[src/rtl/chg_pin_pkg.sv]
/*
 * shared constants and carriers of the charger pin control block:
 * register offsets, field layouts, reset values, timing figures, state codes.
 * assumes a 100 MHz core clock; all pin inputs are asynchronous to it.
 */
package chg_pin_pkg;
    // ----------------------------------------------------------------
    // register map (byte addresses, one aligned word each)
    // ----------------------------------------------------------------
    localparam int ADDR_W = 5;
    localparam logic [ADDR_W-1:0] ADDR_CTRL = 5'h00;
    localparam logic [ADDR_W-1:0] ADDR_CURRENT_CAP_RESISTOR_PIN = 5'h04;
    localparam logic [ADDR_W-1:0] ADDR_DRIVE = 5'h08;
    localparam logic [ADDR_W-1:0] ADDR_STATUS = 5'h0C;
    localparam int CTRL_DET_BIT = 4;
    localparam int CTRL_SHIP_BIT = 5;
    localparam int LVL_W = 3;
    localparam int DM_LSB = 4;
    localparam int CAP_W = 6;

    typedef struct packed {
        logic pin_limit_use_bit;
        logic indicator_mute_bit;
        logic boost_allow_bit;
        logic charge_allow_bit;
    } ctrl_t;
    localparam ctrl_t CTRL_RST = 4'h1;
    localparam logic [CAP_W-1:0] CAP_RST = 6'h08;

    typedef enum logic [1:0] {
        SRC_SDP = 2'h0,
        SRC_CDP = 2'h1,
        SRC_DCP = 2'h2,
        SRC_HIGH_VOLT_DEDICATED_PORT = 2'h3
    } src_t;

    typedef struct packed {
        src_t det_result;
        logic det_busy;
        logic dline_switch_ctrl;
        logic ship_mode;
        logic battery_switch;
        logic boost_en;
        logic charge_en;
        logic fault;
        logic done;
        logic charging;
    } status_t;

    // gray codes along idle, contact, primary, secondary, high volt, done
    typedef enum logic [2:0] {
        DET_IDLE = 3'h0,
        DET_DCD = 3'h1,
        DET_PRI = 3'h3,
        DET_SEC = 3'h2,
        DET_HV = 3'h6,
        DET_DONE = 3'h7
    } det_t;

    // ----------------------------------------------------------------
    // pin synchroniser slots
    // ----------------------------------------------------------------
    localparam int PIN_N = 11;
    localparam int P_BOOST = 0;
    localparam int P_CE_N = 1;
    localparam int P_BTN_N = 2;
    localparam int P_DONE = 3;
    localparam int P_FAULT = 4;
    localparam int P_VBUS = 5;
    localparam int P_TS_OK = 6;
    localparam int P_DCD = 7;
    localparam int P_DMCMP = 8;
    localparam int P_DPCMP = 9;
    localparam int P_HVACK = 10;
    // button and charge pin reset high, the button as its pull-up makes it
    localparam logic [PIN_N-1:0] PIN_RST = 11'h006;

    // ----------------------------------------------------------------
    // timing
    // ----------------------------------------------------------------
    localparam int unsigned CLK_HZ = 100_000_000;
    localparam int unsigned BLINK_HALF_MS = 500;
    localparam int unsigned ALERT_US = 256;
    localparam int unsigned WAKE_HOLD_MS = 1000;
    localparam int unsigned RESET_HOLD_MS = 15000;
    localparam int unsigned SWITCH_OFF_MS = 300;
    localparam int unsigned DET_STEP_MS = 40;
    localparam int unsigned BLINK_HALF_CYC = BLINK_HALF_MS * (CLK_HZ / 1000);
    localparam int unsigned ALERT_CYC = ALERT_US * (CLK_HZ / 1000000);
    localparam int unsigned WAKE_HOLD_CYC = WAKE_HOLD_MS * (CLK_HZ / 1000);
    localparam int unsigned RESET_HOLD_CYC = RESET_HOLD_MS * (CLK_HZ / 1000);
    localparam int unsigned SWITCH_OFF_CYC = SWITCH_OFF_MS * (CLK_HZ / 1000);
    localparam int unsigned DET_STEP_CYC = DET_STEP_MS * (CLK_HZ / 1000);
endpackage

[src/rtl/chg_pin_ctrl.sv]
/*
 * charger pin control: indicator, host alert, charge and boost qualifiers,
 * input current cap selection, wake/reset button timing, adapter detection
 * sequencing with data-line switch control, and an avalon-mm register slave.
 * assumes analog comparators and pads outside; pads resolve open-drain levels.
 */
// Implementation choices: the address map and register access over Avalon-MM.
`timescale 1ns/10ps

// How it works
// indicator pulled low while charging, released when done or disabled
// any fault makes the indicator blink at one cycle per second
// mute bit releases the indicator entirely
// status change or fault sends one 256 us low alert pulse
// boost only when boost allow bit is 1 and boost pin high
// charging only when charge allow bit is 1 and charge pin low
// board keeps the charge pin at a defined level, never floating
// current cap is the smaller of pin cap and programmed field
// with pin limit use bit 0 the pin cap is ignored
// in ship mode, button held low one second closes the battery switch
// no supply, button low fifteen seconds opens switch 0.3 s then recloses
// button input reads high when undriven
// data-line switch control rests low, high during detection
// after detection it stays high for dedicated ports, low for SDP or CDP
// detection runs contact, primary, secondary, then high-voltage steps
// D+ and D- driven at field levels only with supply or boost active
// charging suspends while the thermistor is out of window
// a short button press does nothing; timing restarts each falling edge
// events during a pulse merge into one waiting pulse, never a new one before the last ends
module chg_pin_ctrl import chg_pin_pkg::*; #(
    parameter int unsigned BLINK_HALF = BLINK_HALF_CYC,
    parameter int unsigned ALERT_LEN = ALERT_CYC,
    parameter int unsigned WAKE_HOLD = WAKE_HOLD_CYC,
    parameter int unsigned RESET_HOLD = RESET_HOLD_CYC,
    parameter int unsigned SWITCH_OFF = SWITCH_OFF_CYC,
    parameter int unsigned DET_STEP = DET_STEP_CYC
) (
    // clock and reset
    input wire logic clk,
    input wire logic arst_n,
    // avalon-mm slave
    input wire logic [ADDR_W-1:0] address,
    input wire logic read,
    input wire logic write,
    input wire logic [31:0] writedata,
    output logic [31:0] readdata,
    output logic waitrequest,
    // asynchronous pins and comparator levels
    input wire logic [PIN_N-1:0] pins_in,
    input wire logic [CAP_W-1:0] current_cap_resistor_pin,
    // open-drain indicator and alert, oe low while pulling low
    output logic stat_o,
    output logic stat_oe_n,
    output logic alert_o,
    output logic alert_oe_n,
    // D+ / D- drivers, oe low while driving
    output logic [LVL_W-1:0] dplus_level,
    output logic dplus_oe_n,
    output logic [LVL_W-1:0] dminus_level,
    output logic dminus_oe_n,
    // power stage controls
    output logic charge_en_r,
    output logic boost_en_r,
    output logic [CAP_W-1:0] input_cap_r,
    output logic battery_switch_r,
    output logic dline_switch_ctrl
);
    // ----------------------------------------------------------------
    // synchronisers
    // ----------------------------------------------------------------
    logic [PIN_N-1:0] meta_r, pin_s;
    logic [CAP_W-1:0] cap_meta_r, cap_s;
    for (genvar i = 0; i < PIN_N; i++) begin : g_sync
        always_ff @(posedge clk or negedge arst_n) begin
            if (!arst_n) begin
                meta_r[i] <= PIN_RST[i];
                pin_s[i] <= PIN_RST[i];
            end else begin
                meta_r[i] <= pins_in[i];
                pin_s[i] <= meta_r[i];
            end
        end
    end
    // cap code is quasi-static, sampled like any pin
    always_ff @(posedge clk or negedge arst_n) begin
        if (!arst_n) begin
            cap_meta_r <= '0;
            cap_s <= '0;
        end else begin
            cap_meta_r <= current_cap_resistor_pin;
            cap_s <= cap_meta_r;
        end
    end

    // ----------------------------------------------------------------
    // registers and bus slave
    // ----------------------------------------------------------------
    ctrl_t ctrl_r;
    logic [CAP_W-1:0] cap_field_r;
    logic [LVL_W-1:0] dp_lvl_r, dm_lvl_r;
    logic det_go_r, ship_go_r;
    status_t status;
    logic wr_ok;
    assign wr_ok = write && !waitrequest;

    always_ff @(posedge clk or negedge arst_n) begin
        if (!arst_n) begin
            waitrequest <= 1'b1;
            readdata <= '0;
        end else if ((read || write) && waitrequest) begin
            waitrequest <= 1'b0;
            case (address)
                ADDR_CTRL: readdata <= {28'h0, ctrl_r};
                ADDR_CURRENT_CAP_RESISTOR_PIN: readdata <= {26'h0, cap_field_r};
                ADDR_DRIVE: readdata <= {25'h0, dm_lvl_r, 1'b0, dp_lvl_r};
                ADDR_STATUS: readdata <= {21'h0, status};
                default: readdata <= '0;
            endcase
        end else begin
            waitrequest <= 1'b1;
        end
    end

    always_ff @(posedge clk or negedge arst_n) begin
        if (!arst_n) begin
            ctrl_r <= CTRL_RST;
            cap_field_r <= CAP_RST;
            dp_lvl_r <= '0;
            dm_lvl_r <= '0;
            det_go_r <= 1'b0;
            ship_go_r <= 1'b0;
        end else begin
            det_go_r <= wr_ok && address == ADDR_CTRL && writedata[CTRL_DET_BIT];
            ship_go_r <= wr_ok && address == ADDR_CTRL && writedata[CTRL_SHIP_BIT];
            if (wr_ok && address == ADDR_CTRL) begin
                ctrl_r <= writedata[$bits(ctrl_t)-1:0];
            end
            if (wr_ok && address == ADDR_CURRENT_CAP_RESISTOR_PIN) begin
                cap_field_r <= writedata[CAP_W-1:0];
            end
            if (wr_ok && address == ADDR_DRIVE) begin
                dp_lvl_r <= writedata[LVL_W-1:0];
                dm_lvl_r <= writedata[DM_LSB +: LVL_W];
            end
        end
    end

    // ----------------------------------------------------------------
    // charge, boost and current cap qualifiers
    // ----------------------------------------------------------------
    // the charge pin has no pull of its own here; a floating pin is a board fault
    always_ff @(posedge clk or negedge arst_n) begin
        if (!arst_n) begin
            charge_en_r <= 1'b0;
            boost_en_r <= 1'b0;
            input_cap_r <= CAP_RST;
        end else begin
            charge_en_r <= ctrl_r.charge_allow_bit && !pin_s[P_CE_N]
                && pin_s[P_TS_OK];
            boost_en_r <= ctrl_r.boost_allow_bit && pin_s[P_BOOST];
            if (ctrl_r.pin_limit_use_bit && cap_s < cap_field_r) begin
                input_cap_r <= cap_s;
            end else begin
                input_cap_r <= cap_field_r;
            end
        end
    end

    // ----------------------------------------------------------------
    // charge indicator
    // ----------------------------------------------------------------
    logic [31:0] blink_cnt_r;
    logic blink_r, charging;
    assign charging = charge_en_r && !pin_s[P_DONE];
    always_ff @(posedge clk or negedge arst_n) begin
        if (!arst_n) begin
            blink_cnt_r <= '0;
            blink_r <= 1'b0;
        end else if (!pin_s[P_FAULT]) begin
            blink_cnt_r <= '0;
            blink_r <= 1'b0;
        end else if (blink_cnt_r == BLINK_HALF - 1) begin
            blink_cnt_r <= '0;
            blink_r <= !blink_r;
        end else begin
            blink_cnt_r <= blink_cnt_r + 32'h1;
        end
    end
    always_ff @(posedge clk or negedge arst_n) begin
        if (!arst_n) begin
            stat_oe_n <= 1'b1;
        end else if (ctrl_r.indicator_mute_bit) begin
            stat_oe_n <= 1'b1;
        end else if (pin_s[P_FAULT]) begin
            stat_oe_n <= !blink_r;
        end else begin
            stat_oe_n <= !charging;
        end
    end
    assign stat_o = 1'b0;
    assign alert_o = 1'b0;

    // ----------------------------------------------------------------
    // host alert
    // ----------------------------------------------------------------
    logic [3:0] evt_q_r;
    logic evt, pend_r;
    logic [31:0] alert_cnt_r;
    assign evt = {charging, pin_s[P_DONE], pin_s[P_FAULT], status.det_busy} != evt_q_r;
    always_ff @(posedge clk or negedge arst_n) begin
        if (!arst_n) begin
            evt_q_r <= '0;
            pend_r <= 1'b0;
            alert_cnt_r <= '0;
            alert_oe_n <= 1'b1;
        end else begin
            evt_q_r <= {charging, pin_s[P_DONE], pin_s[P_FAULT], status.det_busy};
            if (alert_oe_n && (pend_r || evt)) begin
                alert_oe_n <= 1'b0;
                alert_cnt_r <= '0;
                pend_r <= 1'b0;
            end else begin
                // an event during a pulse waits; one in the cycle a waiting pulse starts is merged into it
                if (evt) begin
                    pend_r <= 1'b1;
                end
                if (!alert_oe_n) begin
                    if (alert_cnt_r == ALERT_LEN - 1) begin
                        alert_oe_n <= 1'b1;
                    end
                    alert_cnt_r <= alert_cnt_r + 32'h1;
                end
            end
        end
    end

    // ----------------------------------------------------------------
    // wake / reset button and battery switch
    // ----------------------------------------------------------------
    logic [31:0] btn_cnt_r, off_cnt_r;
    logic ship_r, fired_r, off_r;
    always_ff @(posedge clk or negedge arst_n) begin
        if (!arst_n) begin
            btn_cnt_r <= '0;
            fired_r <= 1'b0;
        end else if (pin_s[P_BTN_N]) begin
            btn_cnt_r <= '0;
            fired_r <= 1'b0;
        end else if (!fired_r) begin
            btn_cnt_r <= btn_cnt_r + 32'h1;
            fired_r <= (ship_r && btn_cnt_r == WAKE_HOLD - 1)
                || (!ship_r && !pin_s[P_VBUS] && btn_cnt_r == RESET_HOLD - 1);
        end
    end
    always_ff @(posedge clk or negedge arst_n) begin
        if (!arst_n) begin
            ship_r <= 1'b0;
            off_r <= 1'b0;
            off_cnt_r <= '0;
            battery_switch_r <= 1'b1;
        end else begin
            if (ship_go_r) begin
                ship_r <= 1'b1;
            end else if (ship_r && !fired_r && !pin_s[P_BTN_N]
                && btn_cnt_r == WAKE_HOLD - 1) begin
                ship_r <= 1'b0;
            end
            if (!ship_r && !fired_r && !pin_s[P_BTN_N] && !pin_s[P_VBUS]
                && btn_cnt_r == RESET_HOLD - 1) begin
                off_r <= 1'b1;
                off_cnt_r <= '0;
            end else if (off_r) begin
                if (off_cnt_r == SWITCH_OFF - 1) begin
                    off_r <= 1'b0;
                end
                off_cnt_r <= off_cnt_r + 32'h1;
            end
            battery_switch_r <= !ship_r && !off_r;
        end
    end

    // ----------------------------------------------------------------
    // adapter detection and data lines
    // ----------------------------------------------------------------
    det_t det_r;
    src_t res_r;
    logic [31:0] step_r;
    logic vbus_q_r, step_end;
    assign step_end = step_r == DET_STEP - 1;
    always_ff @(posedge clk or negedge arst_n) begin
        if (!arst_n) begin
            det_r <= DET_IDLE;
            res_r <= SRC_SDP;
            step_r <= '0;
            vbus_q_r <= 1'b0;
        end else begin
            vbus_q_r <= pin_s[P_VBUS];
            step_r <= (det_r == DET_IDLE || det_r == DET_DONE || step_end) ? '0
                : step_r + 32'h1;
            case (det_r)
                DET_IDLE, DET_DONE: begin
                    if ((pin_s[P_VBUS] && !vbus_q_r) || det_go_r) begin
                        det_r <= DET_DCD;
                    end else if (!pin_s[P_VBUS]) begin
                        det_r <= DET_IDLE;
                    end
                end
                DET_DCD: begin
                    if (pin_s[P_DCD] || step_end) begin
                        det_r <= DET_PRI;
                    end
                end
                DET_PRI: begin
                    if (step_end) begin
                        res_r <= SRC_SDP;
                        det_r <= pin_s[P_DMCMP] ? DET_SEC : DET_DONE;
                    end
                end
                DET_SEC: begin
                    if (step_end) begin
                        res_r <= pin_s[P_DPCMP] ? SRC_DCP : SRC_CDP;
                        det_r <= pin_s[P_DPCMP] ? DET_HV : DET_DONE;
                    end
                end
                DET_HV: begin
                    if (pin_s[P_HVACK]) begin
                        res_r <= SRC_HIGH_VOLT_DEDICATED_PORT;
                        det_r <= DET_DONE;
                    end else if (step_end) begin
                        det_r <= DET_DONE;
                    end
                end
                default: det_r <= DET_IDLE;
            endcase
        end
    end

    always_ff @(posedge clk or negedge arst_n) begin
        if (!arst_n) begin
            dline_switch_ctrl <= 1'b0;
            dplus_oe_n <= 1'b1;
            dminus_oe_n <= 1'b1;
            dplus_level <= '0;
            dminus_level <= '0;
        end else begin
            dline_switch_ctrl <= (det_r != DET_IDLE && det_r != DET_DONE)
                || (det_r == DET_DONE && res_r[1]);
            // the contact step owns the lines; user levels in every other state while supply or boost is present
            dplus_oe_n <= !((pin_s[P_VBUS] || boost_en_r) && det_r != DET_DCD);
            dminus_oe_n <= !((pin_s[P_VBUS] || boost_en_r) && det_r != DET_DCD);
            dplus_level <= dp_lvl_r;
            dminus_level <= dm_lvl_r;
        end
    end

    assign status = '{det_result: res_r, det_busy: det_r != DET_IDLE && det_r != DET_DONE,
        dline_switch_ctrl: dline_switch_ctrl, ship_mode: ship_r,
        battery_switch: battery_switch_r, boost_en: boost_en_r, charge_en: charge_en_r,
        fault: pin_s[P_FAULT], done: pin_s[P_DONE], charging: charging};
endmodule

[config.mk]
export PLATFORM = sky130hd
export DESIGN_NAME = chg_pin_ctrl
export DESIGN_NICKNAME = d
export VERILOG_FILES = /design/src/rtl/chg_pin_pkg.sv /design/src/rtl/chg_pin_ctrl.sv
export SDC_FILE = /design/constraint.sdc
export NUM_CORES = 1
export LEC_CHECK = 0
export BUFFER_PORTS_ARGS = -buffer_cell sky130_fd_sc_hd__buf_2
export CAP_MARGIN = 20
export CORE_MARGIN = 3
export CORE_UTILIZATION = 45
export CTS_BUF_LIST = sky130_fd_sc_hd__clkbuf_8
export DETAILED_ROUTE_END_ITERATION = 10
export PLACE_DENSITY = 0.68
export SLEW_MARGIN = 20
export SYNTH_ARGS = -nofsm -noshare
export SYNTH_HDL_FRONTEND = slang
export SYNTH_SLANG_ARGS = --single-unit
[constraint.sdc]
create_clock -name clk -period 1.85 [get_ports clk]
set_input_delay 0.0925 -clock clk [delete_from_list [all_inputs] [get_ports clk]]
set_output_delay 0.0925 -clock clk [all_outputs]
set_load 0.005 [all_outputs]
=== Word level (Yosys, flattened, before mapping) ===
Cells that the tools add are included.

* Add/sub/neg operators: 5
* $lt $le $gt $ge: 1
* Equal/unequal tests: 26
* Mux-type cells: 43
* Reductions and logical operators: 59

{| class="wikitable"
|+ Operators by type and width
! kind !! number
|-
| $mux W32 || 9
|-
| $add A32 B1 Y32 const B || 5
|-
| $pmux W11 S4 || 1
|-
| $eq A32 B15 Y1 const B || 1
|-
| $eq A32 B22 Y1 const B || 1
|-
| $eq A32 B25 Y1 const B || 1
|-
| $eq A32 B26 Y1 const B || 1
|-
| $eq A32 B27 Y1 const B || 1
|-
| $eq A32 B31 Y1 const B || 1
|-
| $logic_and A1 B1 Y1 || 28
|-
| $mux W3 || 8
|-
| $mux W1 || 18
|-
| $pmux W3 S5 || 1
|-
| $logic_not A1 Y1 || 12
|-
| $eq A5 B4 Y1 const B || 2
|-
| $ne A2 B2 Y1 const B || 5
|-
| $logic_or A1 B1 Y1 || 9
|-
| $ne A3 B3 Y1 const B || 3
|-
| $mux W2 || 4
|-
| $eq A3 B2 Y1 const B || 2
|-
| $eq A3 B3 Y1 const B || 2
|-
| $lt A6 B6 Y1 || 1
|-
| $mux W6 || 1
|-
| $pmux W2 S3 || 1
|-
| 12 further kinds || 16
|}

* Bits in registers: 279
* Input bits: 58
* Output and inout port bits: 55
* Word-level logic and storage cells: 193

=== Longest topological paths before layout ===
* Word-level depth: 6
* Mapped depth: 9
* Depth with buffers taken out: 6

=== Worst setup path after synthesis ===
Ideal clock, no wire load.

* Kind: register -> register
* From: reg btn_cnt_r[0]
* To: reg off_cnt_r[11]
* Setup time: 0.121 ns
* Arrival time: 1.879 ns
* Data required time: 1.729 ns
* Slack: -0.151 ns
* Cell stages (with the launch flop): 10
* Buffers on the path: 3
* Period minus slack after synthesis: 2.001 ns
* Cell sequence: dfrtp_1 ha_1 clkbuf_1 and4_1 nand4_1 nor4_1 and2_1 clkbuf_1 buf_2 nor2_1

* Word-level cells in the longest chain between the ends: 3
* Elaborated cells between the ends (all ways): 4
* Classes of those cells: eq/ne (1); mux (1); reduce/logical (2)

{| class="wikitable"
|+ Ends and longest elaborated chain
! what !! RTL line !! text
|-
| from (decl) || chg_pin_ctrl.sv:240 || <nowiki>logic [31:0] btn_cnt_r, off_cnt_r;</nowiki>
|-
| from (signal assigned) || chg_pin_ctrl.sv:250 || <nowiki>btn_cnt_r <= btn_cnt_r + 32'h1;</nowiki>
|-
| $eq A32 B31 Y1 * || chg_pin_ctrl.sv:269 || <nowiki>&& btn_cnt_r == RESET_HOLD - 1) begin</nowiki>
|-
| $logic_and A1 B1 Y1 * || chg_pin_ctrl.sv:269 ||
|-
| $mux W32 or $reduce_bool A2 Y1 (tied branches) || -- ||
|-
| to (signal assigned) || chg_pin_ctrl.sv:276 || <nowiki>off_cnt_r <= off_cnt_r + 32'h1;</nowiki>
|-
| to (decl) || chg_pin_ctrl.sv:240 ||
|}

Mark *: on every way between the ends. The rest lies on a longest branch, timed or not.
A chain may end at the register's enable or synchronous reset.

=== Final worst setup path ===
* From: reg btn_cnt_r[25]
* To: reg off_cnt_r[31]

The elaborated chain is that of the path after synthesis.

==> key figures <==
Outcome
  – Status: complete, but fails checks
  – Failing checks: setup timing

Worst setup path
  – CP Data Arrival Time: 2.34 ns
  – CP startpoint: btn_cnt_r[25]
  – CP Depth: 7
  – Slowest stage delay, CP: 0.40 ns
  – Critical Path Fanout Max: 16
  – CP cell instances: nor4b_2 > buf_4 > nand4_1 > nor4_4 > and2_4 > clkbuf_16 > a21oi_1
  – Crit path to: off_cnt_r[31]
  – Critical path buffers and inverters: 2
  – WS Path Type: flop to flop
  – Worst r2r src: btn_cnt_r[25]
  – Critical path startpoint category: flop
  – Reg-to-Reg End: off_cnt_r[31]
  – Critical path capture point type: flop
  – Reg2reg setup slack: -0.07 ns
  – Crit path max-delay family: simple AND/OR/NAND/NOR gates
  – CP max-delay cell: dfrtp_1
  – Required @ worst endpoint: 2.26 ns
  – Reg2Reg Depth: 7

Detailed routing
  – Routed wl met3: 1.32 mm
  – Pre-antenna DRT Iters: 5
  – DR DRC count: 0
  – Met2 routed WL: 13.6 mm
  – Final ANT Viol Nets: 0
  – Max Used Layer: met4
  – Via density: 5.30
  – Starting DRT DRC Count: 554
  – Routed len/inst: 15.9 um
  – Routed via count: 9448
  – Post-Route WL: 28.3 mm
  – Met1 Wirelength: 12.8 mm

STA
  – Max-slew violations: 0
  – Setup Total Neg Slack: -2.82 ns
  – Rel. slew slack: 66.3%
  – Final setup fails: 66
  – Min cycle time layout: 1.92 ns
  – Final Skew: 0.0161 ns
  – Hold Fails Final Rpt: 0
  – Tcrit/Tclk final: 104%
  – Min setup slack post-route: -0.0730 ns
  – Least-Margin Pin Slew: 0.506 ns
  – Max frequency: 520 MHz
  – RSZ-0062 raised after global routing: yes

Placement
  – Port-buffer cells: 64
  – Inst Count DP: 1651
  – GP Congestion: 0.834
  – Dpl hpwl: 18.9 mm

Final layout
  – Share of post-route cells with drive strength above 1: 30.8%
  – Fin nets: 1481
  – Most common cell after layout, fill and taps aside: dfrtp_1
  – Multi-input gate area: 5560 um^2
  – FILL cells: 2139
  – Most used cells in the layout excluding fill and tap cells: 246 x dfrtp_1, 155 x buf_4, 123 x nor2_1
  – Synth-to-Final Area Change: 30.9%
  – Util after Layout: 60.1%
  – Final non-filler cell total: 1783
  – FF+latch area: 6470 um^2

Synthesis
  – Unique masters post-synth: 67
  – Post-synth top area share: 51.5%
  – Post-Syn Instances: 1136
  – Mapped Area: 12000 um^2
  – Synth Warn #: 0
  – Syn_area_per_cell: 10.5 um^2
  – Ys flop type: dfrtp_1
  – Area contributors post-synth: dfrtp_1 51%, xor2_1 5.3%, nor2_1 4.6%
  – EDFF count, synth: 0
  – Yosys reg bits: 258
  – Dominant cell type by area after synthesis: dfrtp_1
  – Post-synthesis sequential area ratio: 54.1%
  – Fraction of registers with async set/reset: 100%

Power
  – Pwr/cell area: 879 nW/um^2
  – Net Sw Frac: 26.5%
  – Peak VDD IR: 648 uV
  – Comb power frac: 16.4%
  – Static leakage power: 7.19 nW
  – Clk pwr share: 38.9%
  – Part of the power in registers: 44.7%
  – P_sw: 3.65 mW
  – Internal power: 10.1 mW

Global route
  – First-pass GRT wire length: 45.4 mm
  – GRT Util Overall: 19.2%
  – GR Overflow Total: 0
  – Largest net degree at the start of global routing: 63
  – Initial antenna violation count: 1
  – Vias in the first global route: 9216

Floorplanning
  – Die Span X: 169 um
  – Core ar.: 26100 um^2
  – Die height: 169 um
  – Num rows: 59
  – I/O pins: 113
  – Die footprint: 28600 um^2
  – Initial cell density of the core: 45.9%

Clocking
  – Worst-Skew Late Latency: 0.55 ns
  – CTS sink count: 258
  – CTS buffer count: 44
  – CTS tree: yes
  – Reg clk slew, reported paths: 0.06 ns
  – H-tree depth: 2
  – CTS Root Cell: clkbuf_8
  – CTS Buffer Depth: 3

Flow run
  – Maxcap violations: 0

Worst hold path
  – Hold/Removal Path Class: input port to async pin
==> synthesized netlist by cell type (26+ instances only) <==
library cell and number:
xor2_1 73, mux2_2 28, nand4_1 53, buf_4 26, nand3_1 77, o21ai_0 33
nor2_1 146, nand2_1 69, and3_1 28, inv_1 26, xnor2_1 36, dfrtp_1 246
==> how the worst min path moves through the flow <==
stage                             end  slack, ns
final                      step_r[16]       0.07
after CTS                 readdata[4]       0.04
after global routing      readdata[5]       0.07
after detailed placement   step_r[16]       0.06
after global placement     step_r[13]       0.07
after floorplan             async pin      -0.20
==> metrics by stage <==
stage | total power [mW] | hold slack, ns | setup WS (ns) | area (um^2)
5_1_grt | 14.4 | 0.0748 | -0.155 | 15600
3_5_place_dp | 7.93 | 0.0626 | -0.138 | 13700
3_3_place_gp | 7.88 | 0.0662 | -0.150 | 13700
2_1_floorplan | 7.17 | -0.203 | -0.107 | 12100
4_1_cts | 13.4 | 0.0406 | -0.0645 | 15000
6_report | 13.8 | 0.0658 | -0.0730 | 15700
==> layout make-up <==
type                       instances  share of cell area (%)
antenna                            2                  0.0320
clock buffer                      57                    5.01
clock inverter                    22                   0.951
inverter                          26                   0.624
multi-input combinational        813                    35.5
sequential                       258                    41.3
tap                              335                    2.68
timing repair buffer             270                    13.8
==> kinds of logic after synthesis <==
group / after synthesis / synth area share (%)
other cells: 1 / 0.0314
simple gates: 514 / 22.4
mux: 38 / 3.79
buf+inv: 87 / 3.97
flops: 258 / 54.1
compound gates: 119 / 6.65
xor+xnor: 109 / 7.98
fa+ha+maj: 10 / 1.05
==> power by group through the flow <==
stage	logic [mW]	registers (mW)	clock network (mW)
floorplan	0.975	6.20	0
global placement	1.65	6.23	0
detailed placement	1.69	6.24	0
CTS	1.76	6.14	5.49
global route	2.46	6.17	5.78
finish	2.26	6.15	5.35
==> timing repair <==
action / CTS / global route
pin swaps: 7 / 43
gates resized for setup: 12 / 110
setup endpoints to repair: 127 / 149
hold buffers: 28 / 0
buffers inserted: 5 / 12
gates cloned: 0 / 6
endpoints found under the hold margin: 286 / 0
==> per-layer routing <==
layer,vias to the layer above,global-route usage (%)
met3,42,3.18
met5,-,0
li1,4553,-
met1,4655,27.0
met2,198,30.9
met4,0,6.00
==> registers in the layout (all words and copies together), names as in the netlist, 2 cells and up, named ones only <==
register,count
alert_cnt_r,32
blink_cnt_r,32
btn_cnt_r,32
cap_field_r,6
cap_meta_r,6
cap_s,6
ctrl_r,4
det_r,2
dm_lvl_r,3
dminus_level,3
dp_lvl_r,3
dplus_level,3
evt_q_r,4
input_cap_r,6
meta_r,11
off_cnt_r,32
pin_s,11
readdata,11
res_r,2
step_r,32
No activity file was read; power rests on OpenSTA's default activity.
